[src/design/life_pkg.sv]
// constants shared by the remaining-life arithmetic core
package life_pkg;
    // ==========================================================
    // widths
    localparam int ACC_W      = 22;
    localparam int TEMP_W     = 10;
    localparam int INDEX_W    = 8;
    localparam int ENTRY_W    = 8;
    localparam int INIT_W     = 16;
    localparam int TABLE_LEN  = 60;
    localparam int TADDR_W    = 6;
    // ==========================================================
    // arithmetic constants
    localparam int              SEED_SHIFT  = 6;
    localparam int              INDEX_SHIFT = 2;
    localparam logic [9:0]      DIFF_HIGH   = 10'h0ec;   // 236
    localparam logic [7:0]      INDEX_TOP   = 8'h3b;     // 59
    localparam logic [7:0]      INDEX_ZERO  = 8'h00;
    localparam int              HALF_BIT    = 1;
    localparam int              QUART_BIT   = 0;
    // ==========================================================
    // register map (apb byte addresses)
    localparam logic [11:0] CTRL_OFF    = 12'h000;  // [0] enable, [1] expiry pin enable
    localparam logic [11:0] INIT_OFF    = 12'h004;  // [15:0] initial life
    localparam logic [11:0] TINIT_OFF   = 12'h008;  // [9:0] initial temperature
    localparam logic [11:0] LIFE_OFF    = 12'h00c;  // [21:0] remaining life, read only
    localparam logic [11:0] ERR_OFF     = 12'h010;  // [7:0] low, [15:8] high error count
    localparam logic [11:0] STAT_OFF    = 12'h014;  // sticky events, write one clears
    localparam logic [11:0] MASK_OFF    = 12'h018;  // interrupt mask
    localparam logic [11:0] TABLE_OFF   = 12'h100;  // 60 words, entry in [7:0]
    localparam int          STAT_W      = 4;        // [0] done [1] low [2] high [3] expired
    localparam logic [31:0] CTRL_RST    = 32'h0000_0000;
endpackage

[src/design/shelf_life_calculator.sv]
// remaining-life arithmetic core with apb registers and expiry interrupt
`timescale 1ns/1ps
// Notes on behaviour
// [RULE_01] start seeds accumulator, clears error counters
// [RULE_02] difference is measurement minus initial temperature
// [RULE_03] index is difference shifted right two
// [RULE_04] difference above 236: high error, index 59
// [RULE_05] initial above measurement: low error, index 0
// [RULE_06] subtract entries zero through index, keep last
// [RULE_07] interpolate for index 1..58, bump decrement
// [RULE_08] bit one subtracts half bumped decrement
// [RULE_09] bit zero subtracts quarter bumped decrement
// [RULE_10] sixty byte decrement table, host writable
// [RULE_11] run only when enabled, armed by start
// [RULE_12] flag and interrupt when life reaches zero
// [RULE_13] zero-extend subtrahends, two's complement arithmetic
module shelf_life_calculator (
    input  wire logic        SYS_CLK,
    input  wire logic        ARST_N,
    input  wire logic        START,
    input  wire logic        EVENT,
    input  wire logic [9:0]  MEAS,
    input  wire logic        PSEL,
    input  wire logic        PENABLE,
    input  wire logic        PWRITE,
    input  wire logic [11:0] PADDR,
    input  wire logic [31:0] PWDATA,
    output logic      [31:0] PRDATA,
    output logic             PREADY,
    output logic             PSLVERR,
    output logic             BUSY,
    output logic             EXPIRED,
    output logic             IRQ
);
    typedef enum logic [1:0] {IDLE, WALK, FINISH} state_t;

    function automatic logic [21:0] widen(input logic [7:0] v);
        widen = {14'h0000, v};                                    // [RULE_13]
    endfunction

    logic [7:0]  table_reg [0:59];
    state_t      state_reg;
    logic [21:0] acc_reg;
    logic [7:0]  lo_reg;
    logic [7:0]  hi_reg;
    logic [7:0]  index_reg;
    logic [7:0]  count_reg;
    logic [7:0]  dec_reg;
    logic [9:0]  diff_reg;
    logic [1:0]  ctrl_reg;
    logic [15:0] init_reg;
    logic [9:0]  tinit_reg;
    logic [3:0]  stat_reg;
    logic [3:0]  mask_reg;
    logic        armed_reg;
    logic [21:0] fraction;
    logic [9:0]  diff_next;
    logic [7:0]  index_next;
    logic        wr;
    logic        rd_hit;
    logic        tbl_hit;
    logic [5:0]  tbl_idx;
    logic [3:0]  ev_set;
    logic [21:0] acc_next;

    // ==========================================================
    // apb decode: zero wait states, unmapped reads zero with error
    assign PREADY  = 1'b1;
    assign wr      = PSEL & PENABLE & PWRITE;
    assign tbl_idx = PADDR[7:2];
    assign tbl_hit = (PADDR[11:8] == life_pkg::TABLE_OFF[11:8])
                     && (PADDR[7:2] < 6'(life_pkg::TABLE_LEN))
                     && (PADDR[1:0] == 2'b00);
    assign rd_hit  = tbl_hit || (PADDR == life_pkg::CTRL_OFF) || (PADDR == life_pkg::INIT_OFF)
                     || (PADDR == life_pkg::TINIT_OFF) || (PADDR == life_pkg::LIFE_OFF)
                     || (PADDR == life_pkg::ERR_OFF) || (PADDR == life_pkg::STAT_OFF)
                     || (PADDR == life_pkg::MASK_OFF);
    assign PSLVERR = PSEL & PENABLE & ~rd_hit;

    // read mux straight from the register flops, no added latency
    always_comb begin
        PRDATA = 32'h0000_0000;
        if (PSEL && !PWRITE) begin
            if (tbl_hit) PRDATA = {24'h000000, table_reg[tbl_idx]};
            else case (PADDR)
                life_pkg::CTRL_OFF:  PRDATA = {30'h0, ctrl_reg};
                life_pkg::INIT_OFF:  PRDATA = {16'h0000, init_reg};
                life_pkg::TINIT_OFF: PRDATA = {22'h0, tinit_reg};
                life_pkg::LIFE_OFF:  PRDATA = {10'h0, acc_reg};
                life_pkg::ERR_OFF:   PRDATA = {16'h0000, hi_reg, lo_reg};
                life_pkg::STAT_OFF:  PRDATA = {28'h0, stat_reg};
                life_pkg::MASK_OFF:  PRDATA = {28'h0, mask_reg};
                default:             PRDATA = 32'h0000_0000;
            endcase
        end
    end

    // ==========================================================
    // configuration registers
    always_ff @(posedge SYS_CLK or negedge ARST_N) begin
        if (!ARST_N) begin
            ctrl_reg  <= 2'b00;
            init_reg  <= 16'h0000;
            tinit_reg <= 10'h000;
            mask_reg  <= 4'h0;
        end else if (wr) begin
            if (PADDR == life_pkg::CTRL_OFF)  ctrl_reg  <= PWDATA[1:0];
            if (PADDR == life_pkg::INIT_OFF)  init_reg  <= PWDATA[15:0];
            if (PADDR == life_pkg::TINIT_OFF) tinit_reg <= PWDATA[9:0];
            if (PADDR == life_pkg::MASK_OFF)  mask_reg  <= PWDATA[3:0];
        end
    end

    // decrement table; no reset so it maps to plain memory
    always_ff @(posedge SYS_CLK) begin
        if (wr && tbl_hit) begin
            table_reg[tbl_idx] <= PWDATA[7:0];                     // [RULE_10]
        end
    end

    // ==========================================================
    // event front end
    always_comb begin
        diff_next  = MEAS - tinit_reg;                             // [RULE_02]
        index_next = diff_next[9:life_pkg::INDEX_SHIFT];           // [RULE_03]
        if (diff_next > life_pkg::DIFF_HIGH) begin
            index_next = life_pkg::INDEX_TOP;                      // [RULE_04]
        end
        if (tinit_reg > MEAS) begin
            index_next = life_pkg::INDEX_ZERO;                     // [RULE_05]
        end
    end

    // arm on start when enabled; events ignored before that
    always_ff @(posedge SYS_CLK or negedge ARST_N) begin
        if (!ARST_N) armed_reg <= 1'b0;
        else if (START) armed_reg <= ctrl_reg[0];                  // [RULE_11]
    end

    // ==========================================================
    // sequencer: one table entry per cycle
    always_ff @(posedge SYS_CLK or negedge ARST_N) begin
        if (!ARST_N) begin
            state_reg <= IDLE;
            index_reg <= 8'h00;
            count_reg <= 8'h00;
            diff_reg  <= 10'h000;
        end else begin
            case (state_reg)
                IDLE: begin
                    if (EVENT && armed_reg && ctrl_reg[0] && !START) begin // [RULE_11]
                        diff_reg  <= diff_next;
                        index_reg <= index_next;
                        count_reg <= 8'h00;
                        state_reg <= WALK;
                    end
                end
                WALK: begin
                    count_reg <= count_reg + 8'h01;
                    if (count_reg == index_reg) state_reg <= FINISH;   // [RULE_06]
                end
                FINISH: state_reg <= IDLE;
                default: state_reg <= IDLE;
            endcase
        end
    end

    life_step u_step (
        .diff     (diff_reg),
        .index    (index_reg),
        .last_dec (dec_reg),
        .fraction (fraction)
    );

    // accumulator next value
    always_comb begin
        acc_next = acc_reg;
        if (state_reg == WALK) acc_next = acc_reg - widen(table_reg[count_reg[5:0]]); // [RULE_06]
        else if (state_reg == FINISH) acc_next = acc_reg - fraction;  // [RULE_08] [RULE_09]
    end

    // ==========================================================
    // accumulator, decrement and error counters
    always_ff @(posedge SYS_CLK or negedge ARST_N) begin
        if (!ARST_N) begin
            acc_reg <= 22'h000000;
            dec_reg <= 8'h00;
            lo_reg  <= 8'h00;
            hi_reg  <= 8'h00;
        end else if (START) begin
            acc_reg <= {init_reg, 6'h00};                          // [RULE_01]
            lo_reg  <= 8'h00;                                      // [RULE_01]
            hi_reg  <= 8'h00;
        end else begin
            acc_reg <= acc_next;
            if (state_reg == WALK) dec_reg <= table_reg[count_reg[5:0]]; // [RULE_06]
            if (state_reg == IDLE && EVENT && armed_reg && ctrl_reg[0]) begin
                if (diff_next > life_pkg::DIFF_HIGH) hi_reg <= hi_reg + 8'h01; // [RULE_04]
                if (tinit_reg > MEAS) lo_reg <= lo_reg + 8'h01;    // [RULE_05]
            end
        end
    end

    // ==========================================================
    // sticky events: set wins over write-one-clear
    assign ev_set[0] = (state_reg == FINISH);
    assign ev_set[1] = (state_reg == IDLE) && EVENT && armed_reg && ctrl_reg[0] && !START
                       && (tinit_reg > MEAS);
    assign ev_set[2] = (state_reg == IDLE) && EVENT && armed_reg && ctrl_reg[0] && !START
                       && (diff_next > life_pkg::DIFF_HIGH);
    assign ev_set[3] = (state_reg == FINISH) && ($signed(acc_next) <= 0);   // [RULE_12]

    always_ff @(posedge SYS_CLK or negedge ARST_N) begin
        if (!ARST_N) stat_reg <= 4'h0;
        else stat_reg <= (stat_reg & ~((wr && PADDR == life_pkg::STAT_OFF) ? PWDATA[3:0] : 4'h0))
                         | ev_set;
    end

    // expiry pin flags remaining life at or below zero when its enable is set and the core is armed
    always_ff @(posedge SYS_CLK or negedge ARST_N) begin
        if (!ARST_N) EXPIRED <= 1'b0;
        else EXPIRED <= ctrl_reg[1] && armed_reg && ($signed(acc_next) <= 0); // [RULE_12]
    end

    assign IRQ  = |(stat_reg & mask_reg);
    assign BUSY = (state_reg != IDLE);

    // ==========================================================
    // checks
    property p_seed;
        @(posedge SYS_CLK) disable iff (!ARST_N)
        START |=> (acc_reg == {$past(init_reg), 6'h00}) && lo_reg == 8'h00 && hi_reg == 8'h00;
    endproperty
    a_seed: assert property (p_seed) else $error("seed wrong"); // [RULE_01]

    property p_walk_len;
        @(posedge SYS_CLK) disable iff (!ARST_N)
        (state_reg == IDLE && EVENT && armed_reg && ctrl_reg[0] && !START && index_next == 8'h00)
        |=> state_reg == WALK ##1 state_reg == FINISH;
    endproperty
    a_walk_len: assert property (p_walk_len) else $error("walk length wrong"); // [RULE_06]

    property p_walk_bound;
        @(posedge SYS_CLK) disable iff (!ARST_N)
        state_reg == WALK |-> count_reg <= index_reg;
    endproperty
    a_walk_bound: assert property (p_walk_bound) else $error("walk count past index"); // [RULE_06]

    property p_walk_end;
        @(posedge SYS_CLK) disable iff (!ARST_N)
        state_reg == WALK |-> ##[1:61] state_reg == FINISH;
    endproperty
    a_walk_end: assert property (p_walk_end) else $error("walk overran"); // [RULE_06]

    property p_high;
        @(posedge SYS_CLK) disable iff (!ARST_N)
        (state_reg == IDLE && EVENT && armed_reg && ctrl_reg[0] && !START
         && diff_next > life_pkg::DIFF_HIGH && !(tinit_reg > MEAS))
        |=> index_reg == life_pkg::INDEX_TOP && hi_reg == $past(hi_reg) + 8'h01;
    endproperty
    a_high: assert property (p_high) else $error("high range wrong"); // [RULE_04]

    property p_low;
        @(posedge SYS_CLK) disable iff (!ARST_N)
        (state_reg == IDLE && EVENT && armed_reg && ctrl_reg[0] && !START && tinit_reg > MEAS)
        |=> index_reg == 8'h00 && lo_reg == $past(lo_reg) + 8'h01;
    endproperty
    a_low: assert property (p_low) else $error("low range wrong"); // [RULE_05]

    property p_index;
        @(posedge SYS_CLK) disable iff (!ARST_N)
        (state_reg == IDLE && EVENT && armed_reg && ctrl_reg[0] && !START
         && !(tinit_reg > MEAS) && !(diff_next > life_pkg::DIFF_HIGH))
        |=> index_reg == diff_reg[9:2] && diff_reg == 10'($past(MEAS) - $past(tinit_reg));
    endproperty
    a_index: assert property (p_index) else $error("index wrong"); // [RULE_03]

    property p_no_interp;
        @(posedge SYS_CLK) disable iff (!ARST_N)
        (state_reg == FINISH && !START
         && (index_reg == life_pkg::INDEX_ZERO || index_reg >= life_pkg::INDEX_TOP))
        |=> acc_reg == $past(acc_reg);
    endproperty
    a_no_interp: assert property (p_no_interp) else $error("interpolation not gated"); // [RULE_07]

    property p_frac;
        @(posedge SYS_CLK) disable iff (!ARST_N)
        (state_reg == FINISH && !START && index_reg == 8'h01 && diff_reg[1:0] == 2'b11)
        |=> acc_reg == $past(acc_reg) - {13'h0000, ({1'b0, $past(dec_reg)} + 9'h001) >> 1}
            - {13'h0000, ({1'b0, $past(dec_reg)} + 9'h001) >> 2};
    endproperty
    a_frac: assert property (p_frac) else $error("fraction wrong"); // [RULE_08] [RULE_09]

    property p_disabled;
        @(posedge SYS_CLK) disable iff (!ARST_N)
        (!armed_reg && state_reg == IDLE) |=> state_reg == IDLE;
    endproperty
    a_disabled: assert property (p_disabled) else $error("ran while disarmed"); // [RULE_11]

    property p_irq;
        @(posedge SYS_CLK) disable iff (!ARST_N)
        ev_set[3] |=> stat_reg[3];
    endproperty
    a_irq: assert property (p_irq) else $error("expiry lost"); // [RULE_12]

    // start arms from the enable flag and always beats a same-cycle event
    property p_start_arm;
        @(posedge SYS_CLK) disable iff (!ARST_N)
        (START && ctrl_reg[0]) |=> armed_reg;
    endproperty
    a_start_arm: assert property (p_start_arm) else $error("start did not arm"); // [RULE_11]

    property p_start_disarm;
        @(posedge SYS_CLK) disable iff (!ARST_N)
        (START && !ctrl_reg[0]) |=> !armed_reg;
    endproperty
    a_start_disarm: assert property (p_start_disarm) else $error("armed while off"); // [RULE_11]

    property p_start_wins;
        @(posedge SYS_CLK) disable iff (!ARST_N)
        (START && state_reg == IDLE) |=> state_reg == IDLE;
    endproperty
    a_start_wins: assert property (p_start_wins) else $error("event beat start"); // [RULE_11]

    // counters move only at the accepted event or when start clears them
    property p_counter_hold;
        @(posedge SYS_CLK) disable iff (!ARST_N)
        (state_reg != IDLE && !START) |=> hi_reg == $past(hi_reg) && lo_reg == $past(lo_reg);
    endproperty
    a_counter_hold: assert property (p_counter_hold) else $error("counter moved"); // [RULE_04] [RULE_05]

    // expiry pin stays quiet while its enable is off
    property p_expired_pin;
        @(posedge SYS_CLK) disable iff (!ARST_N)
        !ctrl_reg[1] |=> !EXPIRED;
    endproperty
    a_expired_pin: assert property (p_expired_pin) else $error("pin not gated"); // [RULE_12]

    property p_irq_mask;
        @(posedge SYS_CLK) disable iff (!ARST_N)
        (mask_reg == 4'h0) |-> !IRQ;
    endproperty
    a_irq_mask: assert property (p_irq_mask) else $error("irq not masked"); // [RULE_12]

    c_event: cover property (@(posedge SYS_CLK) disable iff (!ARST_N) state_reg == FINISH);
    c_high:  cover property (@(posedge SYS_CLK) disable iff (!ARST_N) ev_set[2]);
    c_low:   cover property (@(posedge SYS_CLK) disable iff (!ARST_N) ev_set[1]);
    c_exp:   cover property (@(posedge SYS_CLK) disable iff (!ARST_N) ev_set[3]);
    c_frac:  cover property (@(posedge SYS_CLK) disable iff (!ARST_N)
                             state_reg == FINISH && fraction != 22'h000000);
endmodule

[src/design/life_step.sv]
// combinational interpolation tail of one logging event
`timescale 1ns/1ps
module life_step (
    input  wire logic [9:0]  diff,
    input  wire logic [7:0]  index,
    input  wire logic [7:0]  last_dec,
    output logic      [21:0] fraction
);
    logic [8:0] bumped;
    // ==========================================================
    // fraction subtracted after the table walk
    always_comb begin
        bumped   = {1'b0, last_dec} + 9'h001;                     // [RULE_07]
        fraction = 22'h000000;
        if ((index != life_pkg::INDEX_ZERO) && (index < life_pkg::INDEX_TOP)) begin // [RULE_07]
            if (diff[life_pkg::HALF_BIT]) begin
                fraction = fraction + {14'h0000, bumped[8:1]};    // [RULE_08] [RULE_13]
            end
            if (diff[life_pkg::QUART_BIT]) begin
                fraction = fraction + {15'h0000, bumped[8:2]};    // [RULE_09] [RULE_13]
            end
        end
    end
endmodule

[config.mk]
export PLATFORM = sky130hd
export DESIGN_NAME = shelf_life_calculator
export DESIGN_NICKNAME = d
export VERILOG_FILES = /design/src/design/life_pkg.sv /design/src/design/shelf_life_calculator.sv /design/src/design/life_step.sv
export SDC_FILE = /design/constraint.sdc
export NUM_CORES = 1
export LEC_CHECK = 0
export BUFFER_PORTS_ARGS = -buffer_cell sky130_fd_sc_hd__buf_2
export CELL_PAD_IN_SITES_DETAIL_PLACEMENT = 1
export CELL_PAD_IN_SITES_GLOBAL_PLACEMENT = 1
export CORE_MARGIN = 2
export CORE_UTILIZATION = 58
export DETAILED_ROUTE_END_ITERATION = 10
export PLACE_DENSITY_LB_ADDON = 0.1
export SLEW_MARGIN = 20
export SYNTH_ARGS = -nofsm -noshare
export SYNTH_HDL_FRONTEND = slang
export SYNTH_SLANG_ARGS = --single-unit
[constraint.sdc]
create_clock -name SYS_CLK -period 8 [get_ports SYS_CLK]
set_input_delay 1.6 -clock SYS_CLK [delete_from_list [all_inputs] [get_ports SYS_CLK]]
set_output_delay 1.6 -clock SYS_CLK [all_outputs]
set_load 0.01 [all_outputs]
==> results of run 1 <==
## Yosys cell counts (19+ instances only)
cell and number:
mux2i_1 20, and2_1 19, mux4_2 282, a21oi_1 45
nand3_1 27, nor2_1 120, edfxtp_1 480, buf_4 27
nand2_1 96, o21ai_0 60, mux2_2 67, o22ai_1 22
xnor2_1 32, clkbuf_1 56, inv_1 33, buf_2 28
ha_1 38, dfrtp_1 104
## layout make-up
type | instances | share of cell area
Sequential cell | 584 | 0.521
Multi-Input combinational cell | 1122 | 0.369
Clock buffer | 67 | 0.0461
Inverter | 37 | 0.00425
Clock inverter | 38 | 0.0125
Timing Repair Buffer | 102 | 0.0200
Antenna cell | 1 | 0.0000766
Tap cell | 680 | 0.0261
## cells by family (layout without fill, tap and decap cells)
| group | Yosys count | after routing | share of synthesized area |
|---|---|---|---|
| flops | 584 | 584 | 0.570 |
| simple gates | 391 | 391 | 0.0655 |
| mux | 369 | 369 | 0.245 |
| compound gates | 260 | 260 | 0.0594 |
| buf+inv | 165 | 244 | 0.0276 |
| xor+xnor | 49 | 49 | 0.0144 |
| fa+ha+maj | 42 | 42 | 0.0186 |
| other cells | 2 | 12 | 0.000251 |
## worst max-delay path by stage
stage,startpoint,endpoint,slack [ns],cells after the start
floorplan,PADDR[0],PRDATA[3],2.82,9
global placement,PADDR[2],PRDATA[6],1.61,8
detailed placement,PADDR[2],PRDATA[6],1.54,8
CTS,PADDR[2],PRDATA[6],1.55,8
global route,PADDR[5],PRDATA[1],1.26,10
finish,PADDR[5],PRDATA[1],1.46,10
## per-layer routing
metal | vias up | routed length, um | share of wire
li1 | 7638 | - | -
met1 | 9937 | 33000 | 0.37
met2 | 1186 | 44900 | 0.50
met3 | 238 | 8110 | 0.090
met4 | 2 | 4100 | 0.045
met5 | - | 13 | 0.00014
## power by group through the flow
stage	registers (mW)	logic [mW]	clock network, mW
5_1_grt	3.30	0.340	2.90
4_1_cts	3.30	0.320	2.81
2_1_floorplan	3.36	0.182	0
3_5_place_dp	3.36	0.317	0
3_3_place_gp	3.36	0.305	0
6_report	3.30	0.322	2.79
==> run metrics, run 1 <==
reg2reg path depth=14; sequential share of the synthesized area=0.570; layout cells sized above 1=0.291; fin crit share=0.817; Max-Cap Viols=0; largest net degree at the start of global routing=between 80 and 90; syn avg cell area=roughly 16 um^2; Max Clk Rate=153 MHz; CTS sink cnt=just under 600; final cell count without fillers=2631; Worst Path Class, Setup=in2out; Die ar.=0.0533 mm^2; Final WS setup=1.46 ns; final setup fails=0; met2 Use GR=0.574; post_cts resized=0; Yosys top cell area share=0.483; Via Count=19000; Residual DRC=0; synth warn=0; hold slack=0.515 ns; per-cell routed wire length=between 30 and 40 um; Root Buffer=clkbuf_16; fill cell count=4538; Post-CTS Setup Bufs=0; core area=0.0511 mm^2; Initial Util=0.585; post-route cell area=0.0327 mm^2; Net Sw Frac=0.223; routability cong.=0.899; top post-synthesis cells by area=edfxtp_1 (48%), mux4_2 (21%), dfrtp_1 (8.7%); Worst R2R Start=count_reg[0]; PD cells=approximately 200 mW/mm^2; status=finished clean; Hold WC Path Type=reg2reg; max_slew headroom=0.279; CTS buffer count=slightly below 60; met1 Use GR=0.465; Vias/cell=7.22; Clock Skews=0.0264 ns; Seq cells post-synth=584; Place WS=1.54 ns; Most used DFF post-synth=edfxtp_1; Setup TNS Final=0 ns; met3 global-route usage=0.0555; critical path data arrival time=4.94 ns; Least-Margin Pin Slew=1.08 ns; library cells used by synthesis=88; number of global-route vias before repair=19400; Bufs on Longest Clock Path=3; Slowest cell on crit path=nand3_1; Reg power frac=0.514; worst hold endpoint=tinit_reg[2]; r2r endpoint=EXPIRED; area occupied by registers=around 0.017 mm^2; first-pass GRT wire length=133 mm; Max stage delay on crit path=around 0.6 ns; commonest cells after routing, fill and taps aside=edfxtp_1 (480), mux4_2 (282), nor2_1 (120); Int Pwr=4.99 mW; Ports=98; total wire length=90.2 mm; CP Cell Sequence=buf_2 -> nand3_1 -> o21ai_0 -> nor3_2 -> nor3b_1 -> nand2_1 -> a21oi_1 -> nor2_1 -> a21oi_1 -> buf_2; TritonCTS clock tree=built; initial antenna violation count=2; Hold Path Origin=tinit_reg[2]; clock latency on the worst-skew pair=0.65 ns; Slew Limit Fails=0; leakage power=11.1 nW; combinational share of power=0.050; CTS clk-pin slew, worst paths=0.06 ns; Most Used Layer, Global Route=met2; Tot GR Track Use=0.346; Post-Syn Area=0.0299 mm^2; peak supply drop=202 uV; IO Port Bufs=70; Post-Place Cell Area=0.0307 mm^2; Layout Nets=2009; Hold Buf Count CTS=0; Buffers & Inverters on Critical Path=2; Critical Path RT=6.40 ns; crit path capture type=primary output; H-tree depth=2; ANT nets after route=0; Clock power frac=0.436; final hold violation count=0; Area Overhead vs Synth=9.31%; Cells after Synth=about 1900; max reg flops=between 400 and 500; TritonRoute pass-1 iters=5; Final Power=6.41 mW; Hold Path Depth=1; Async SR Flop Fraction=0.178; gr ovfl total=0; area of the multi-input gates=0.0121 mm^2; Core Util, Final=0.639; HPWL after DPL=58.1 mm; Chip Height=around 230 um; Final min period=6.54 ns; 1st-iter DRT viols=approximately 2200; crit start category=input pin; cell taking the most area after synthesis=edfxtp_1; Die X=231 um; Switch Pwr=between 1 and 1.5 mW; CP Max Fanout=24; number of flops mapped to enable cells by yosys=480; row cnt=83; worst reg-to-reg setup slack=1.92 ns; placed cell count=around 2500; unrepaired setup endpoints after global routing=no; commonest non-fill, non-tap cell in the layout=edfxtp_1; Largest delay share family, worst path=simple AND/OR/NAND/NOR gates
No activity file was read; power rests on OpenSTA's default activity.
==> run 2: changes to the inputs <==
--- a/config.mk
+++ b/config.mk
@@ -5,11 +5,12 @@
 export SDC_FILE = /design/constraint.sdc
 export NUM_CORES = 1
 export LEC_CHECK = 0
+export ABC_AREA = 1
 export BUFFER_PORTS_ARGS = -buffer_cell sky130_fd_sc_hd__buf_2
 export CELL_PAD_IN_SITES_DETAIL_PLACEMENT = 1
 export CELL_PAD_IN_SITES_GLOBAL_PLACEMENT = 1
 export CORE_MARGIN = 2
-export CORE_UTILIZATION = 58
+export CORE_UTILIZATION = 49
 export DETAILED_ROUTE_END_ITERATION = 10
 export PLACE_DENSITY_LB_ADDON = 0.1
 export SLEW_MARGIN = 20
==> constraint.sdc (replaced) <==
create_clock -name SYS_CLK -period 6.9 [get_ports SYS_CLK]
set_input_delay 1.38 -clock SYS_CLK [delete_from_list [all_inputs] [get_ports SYS_CLK]]
set_output_delay 1.38 -clock SYS_CLK [all_outputs]
set_load 0.01 [all_outputs]
==> run 2 against run 1 <==
Net effect: synthesized cell count increased by 71%; routed wire length grew 28%; setup slack got worse by 0.52 ns; clock power is 28% higher; sequential power increased by 17%; clock skew fell by 0.0022 ns; register-to-register slack worse by 0.28 ns; area after synthesis up 0.96%; die area increased by 19%; sequential share of layout area decreased by 1.0 points; non-clock buffer count increased by 32; first-iteration DRC count grew 36%.
==> run metrics, run 2 <==
Seq cells post-synth=584 (unchanged); crit path capture type=primary output; commonest non-fill, non-tap cell in the layout=edfxtp_1; Vias/cell=6.61 (-8.5%); Die ar.=0.0635 mm^2 (+19%); Hold Buf Count CTS=0 (unchanged); HPWL after DPL=75.1 mm (+29%); Int Pwr=6.09 mW (+22%); top post-synthesis cells by area=edfxtp_1 (48%), dfrtp_1 (8.6%), o21ai_0 (6.4%); Initial Util=0.498 (-0.0868); layout cells sized above 1=0.0914 (-0.200); Bufs on Longest Clock Path=3 (unchanged); Hold Path Origin=lo_reg[2]; fill cell count=6782 (+49%); TritonCTS clock tree=built; H-tree depth=3 (+1); Max-Cap Viols=0 (unchanged); Most used DFF post-synth=edfxtp_1; Ports=98 (unchanged); worst hold endpoint=lo_reg[2]; number of global-route vias before repair=27600 (+42%); Tot GR Track Use=0.360 (+0.0140); per-cell routed wire length=28.7 um (-16%); Switch Pwr=1.98 mW (+39%); Least-Margin Pin Slew=1.13 ns (+0.0479 ns); largest net degree at the start of global routing=158 (+88%); fin crit share=0.864; Final min period=5.96 ns; clock latency on the worst-skew pair=0.62 ns (-0.03 ns); Via Count=26600 (+40%); commonest cells after routing, fill and taps aside=edfxtp_1 (480), nor2_1 (433), nand2_1 (411); gr ovfl total=0 (unchanged); Worst Path Class, Setup=in2out; CP Max Fanout=46 (+92%); max_slew headroom=0.247 (-0.0320); core area=0.0606 mm^2 (+19%); cell taking the most area after synthesis=edfxtp_1; leakage power=12.3 nW (+11%); CTS clk-pin slew, worst paths=0.06 ns (about the same); first-pass GRT wire length=171 mm (+29%); library cells used by synthesis=58 (-34%); Die X=252 um (+9.2%); 1st-iter DRT viols=2931 (+36%); Area Overhead vs Synth=10.4%; Reg power frac=0.478 (-0.036); routability cong.=0.924 (+2.8%); row cnt=90 (+8.4%); commonest cells in the netlist=edfxtp_1 (480), nor2_1 (433), nand2_1 (411); initial antenna violation count=0 (-2); Root Buffer=clkbuf_16; max reg flops=480 (unchanged); Worst R2R Start=count_reg[0]; Clock power frac=0.441 (+0.005); Hold WC Path Type=reg2reg; post_cts resized=0 (unchanged); Max Clk Rate=168 MHz; Core Util, Final=0.550 (-0.0895); PD cells=242 mW/mm^2 (+23%); total wire length=115 mm (+28%); synth warn=0 (unchanged); Async SR Flop Fraction=0.178 (unchanged); Cells after Synth=3182 (+71%); peak supply drop=291 uV (+44%); syn avg cell area=9.48 um^2 (-41%); Residual DRC=0 (unchanged); final setup fails=0 (unchanged); combinational share of power=0.081 (+0.031); final hold violation count=0 (unchanged); Critical Path RT=5.52 ns (-0.88 ns); Post-Syn Area=0.0302 mm^2 (+0.96%); critical path data arrival time=4.58 ns (-0.36 ns); number of flops mapped to enable cells by yosys=480 (unchanged); sequential share of the synthesized area=0.564 (-0.00541); Slew Limit Fails=0 (unchanged); Chip Height=252 um (+9.2%); Setup TNS Final=0 ns (unchanged); TritonRoute pass-1 iters=6 (+1); Clock Skews=0.0242 ns (-0.00222 ns); IO Port Bufs=70 (unchanged); Hold Path Depth=1 (unchanged); reg2reg path depth=30 (+16); worst reg-to-reg setup slack=1.64 ns (-0.28 ns); r2r endpoint=stat_reg[3]; Layout Nets=3293 (+64%); CTS sink cnt=584 (unchanged); Post-CTS Setup Bufs=0 (unchanged); ANT nets after route=0 (unchanged); Yosys top cell area share=0.478 (-0.00458); CTS buffer count=68 (+15%); status=finished clean; most frequent cell after synthesis=edfxtp_1; crit start category=input pin; unrepaired setup endpoints after global routing=no; Net Sw Frac=0.245 (+0.0225)
-- run 2: through the flow --
step / cell area, um^2 / total power, mW / hold slack [ns] / setup WS (ns) / std cells
final: 33300 / 8.07 / 0.468 / 0.937 / 4021
after global routing: 33300 / 8.25 / 0.513 / 0.962 / 4020
after CTS: 33300 / 8.06 / 0.474 / 1.19 / 4020
after detailed placement: 31100 / 4.56 / 0.466 / 1.22 / 3902
after global placement: 31100 / 4.54 / 0.453 / 1.22 / 3902
after floorplan: 30200 / 4.29 / 0.435 / 2.82 / 3191
-- run 2: logic make-up (layout without fill, tap and decap cells) --
group,after synthesis,after routing,share of synthesized area
DFF,584,584,0.564
and+or+nand+nor,1132,1132,0.159
muxes,5,5,0.00183
AOI/OAI and AO/OA,943,943,0.183
xor gates and xnor gates,27,27,0.00784
other,2,12,0.000249
adders and majority gates,42,42,0.0184
buffers and inverters,447,494,0.0653
-- run 2: layout make-up --
type	instances	area, um^2	share of cell area
Antenna cell	1	2.50	0.0000752
Timing Repair Buffer	134	998	0.0300
Clock inverter	30	300	0.00902
Inverter	242	917	0.0275
Clock buffer	88	1850	0.0555
Tap cell	782	978	0.0294
Multi-Input combinational cell	2160	11200	0.337
Sequential cell	584	17000	0.511
-- run 2: layer usage --
metal,global-route usage,up-vias,part of all wire
met5,0,-,0
met4,0.193,0,0.055
met3,0.0627,350,0.088
met2,0.597,1497,0.48
met1,0.451,13200,0.38
li1,-,11500,-
-- run 2: worst max-delay path, cell delays in order --
cell	delay (ns)
buf_2	0.30
inv_2	0.19
nand2_4	0.35
buf_12	0.32
o21ai_0	0.16
o311ai_0	0.78
nand2_1	0.15
nand2_1	0.12
nand2_1	0.06
nor2_1	0.37
nor2_1	0.08
nor2_1	0.13
buf_2	0.15
-- run 2: how the worst max path moves through the flow --
| stage | from | end | slack (ns) | cells after the start |
|---|---|---|---|---|
| after floorplan | PADDR[3] | PRDATA[4] | 2.82 | 11 |
| after global placement | PADDR[2] | PRDATA[6] | 1.22 | 11 |
| after detailed placement | PADDR[3] | PRDATA[6] | 1.22 | 12 |
| after CTS | PADDR[2] | PRDATA[1] | 1.19 | 13 |
| after global routing | PADDR[3] | PRDATA[6] | 0.96 | 12 |
| final | PADDR[2] | PRDATA[1] | 0.94 | 13 |
-- run 2: power by group through the flow --
stage               registers (mW)  logic, mW  clock network [mW]
finish                        3.86      0.651                3.56
global route                  3.86      0.705                3.69
CTS                           3.86      0.638                3.57
detailed placement            3.93      0.634                   0
global placement              3.93      0.612                   0
floorplan                     3.92      0.371                   0
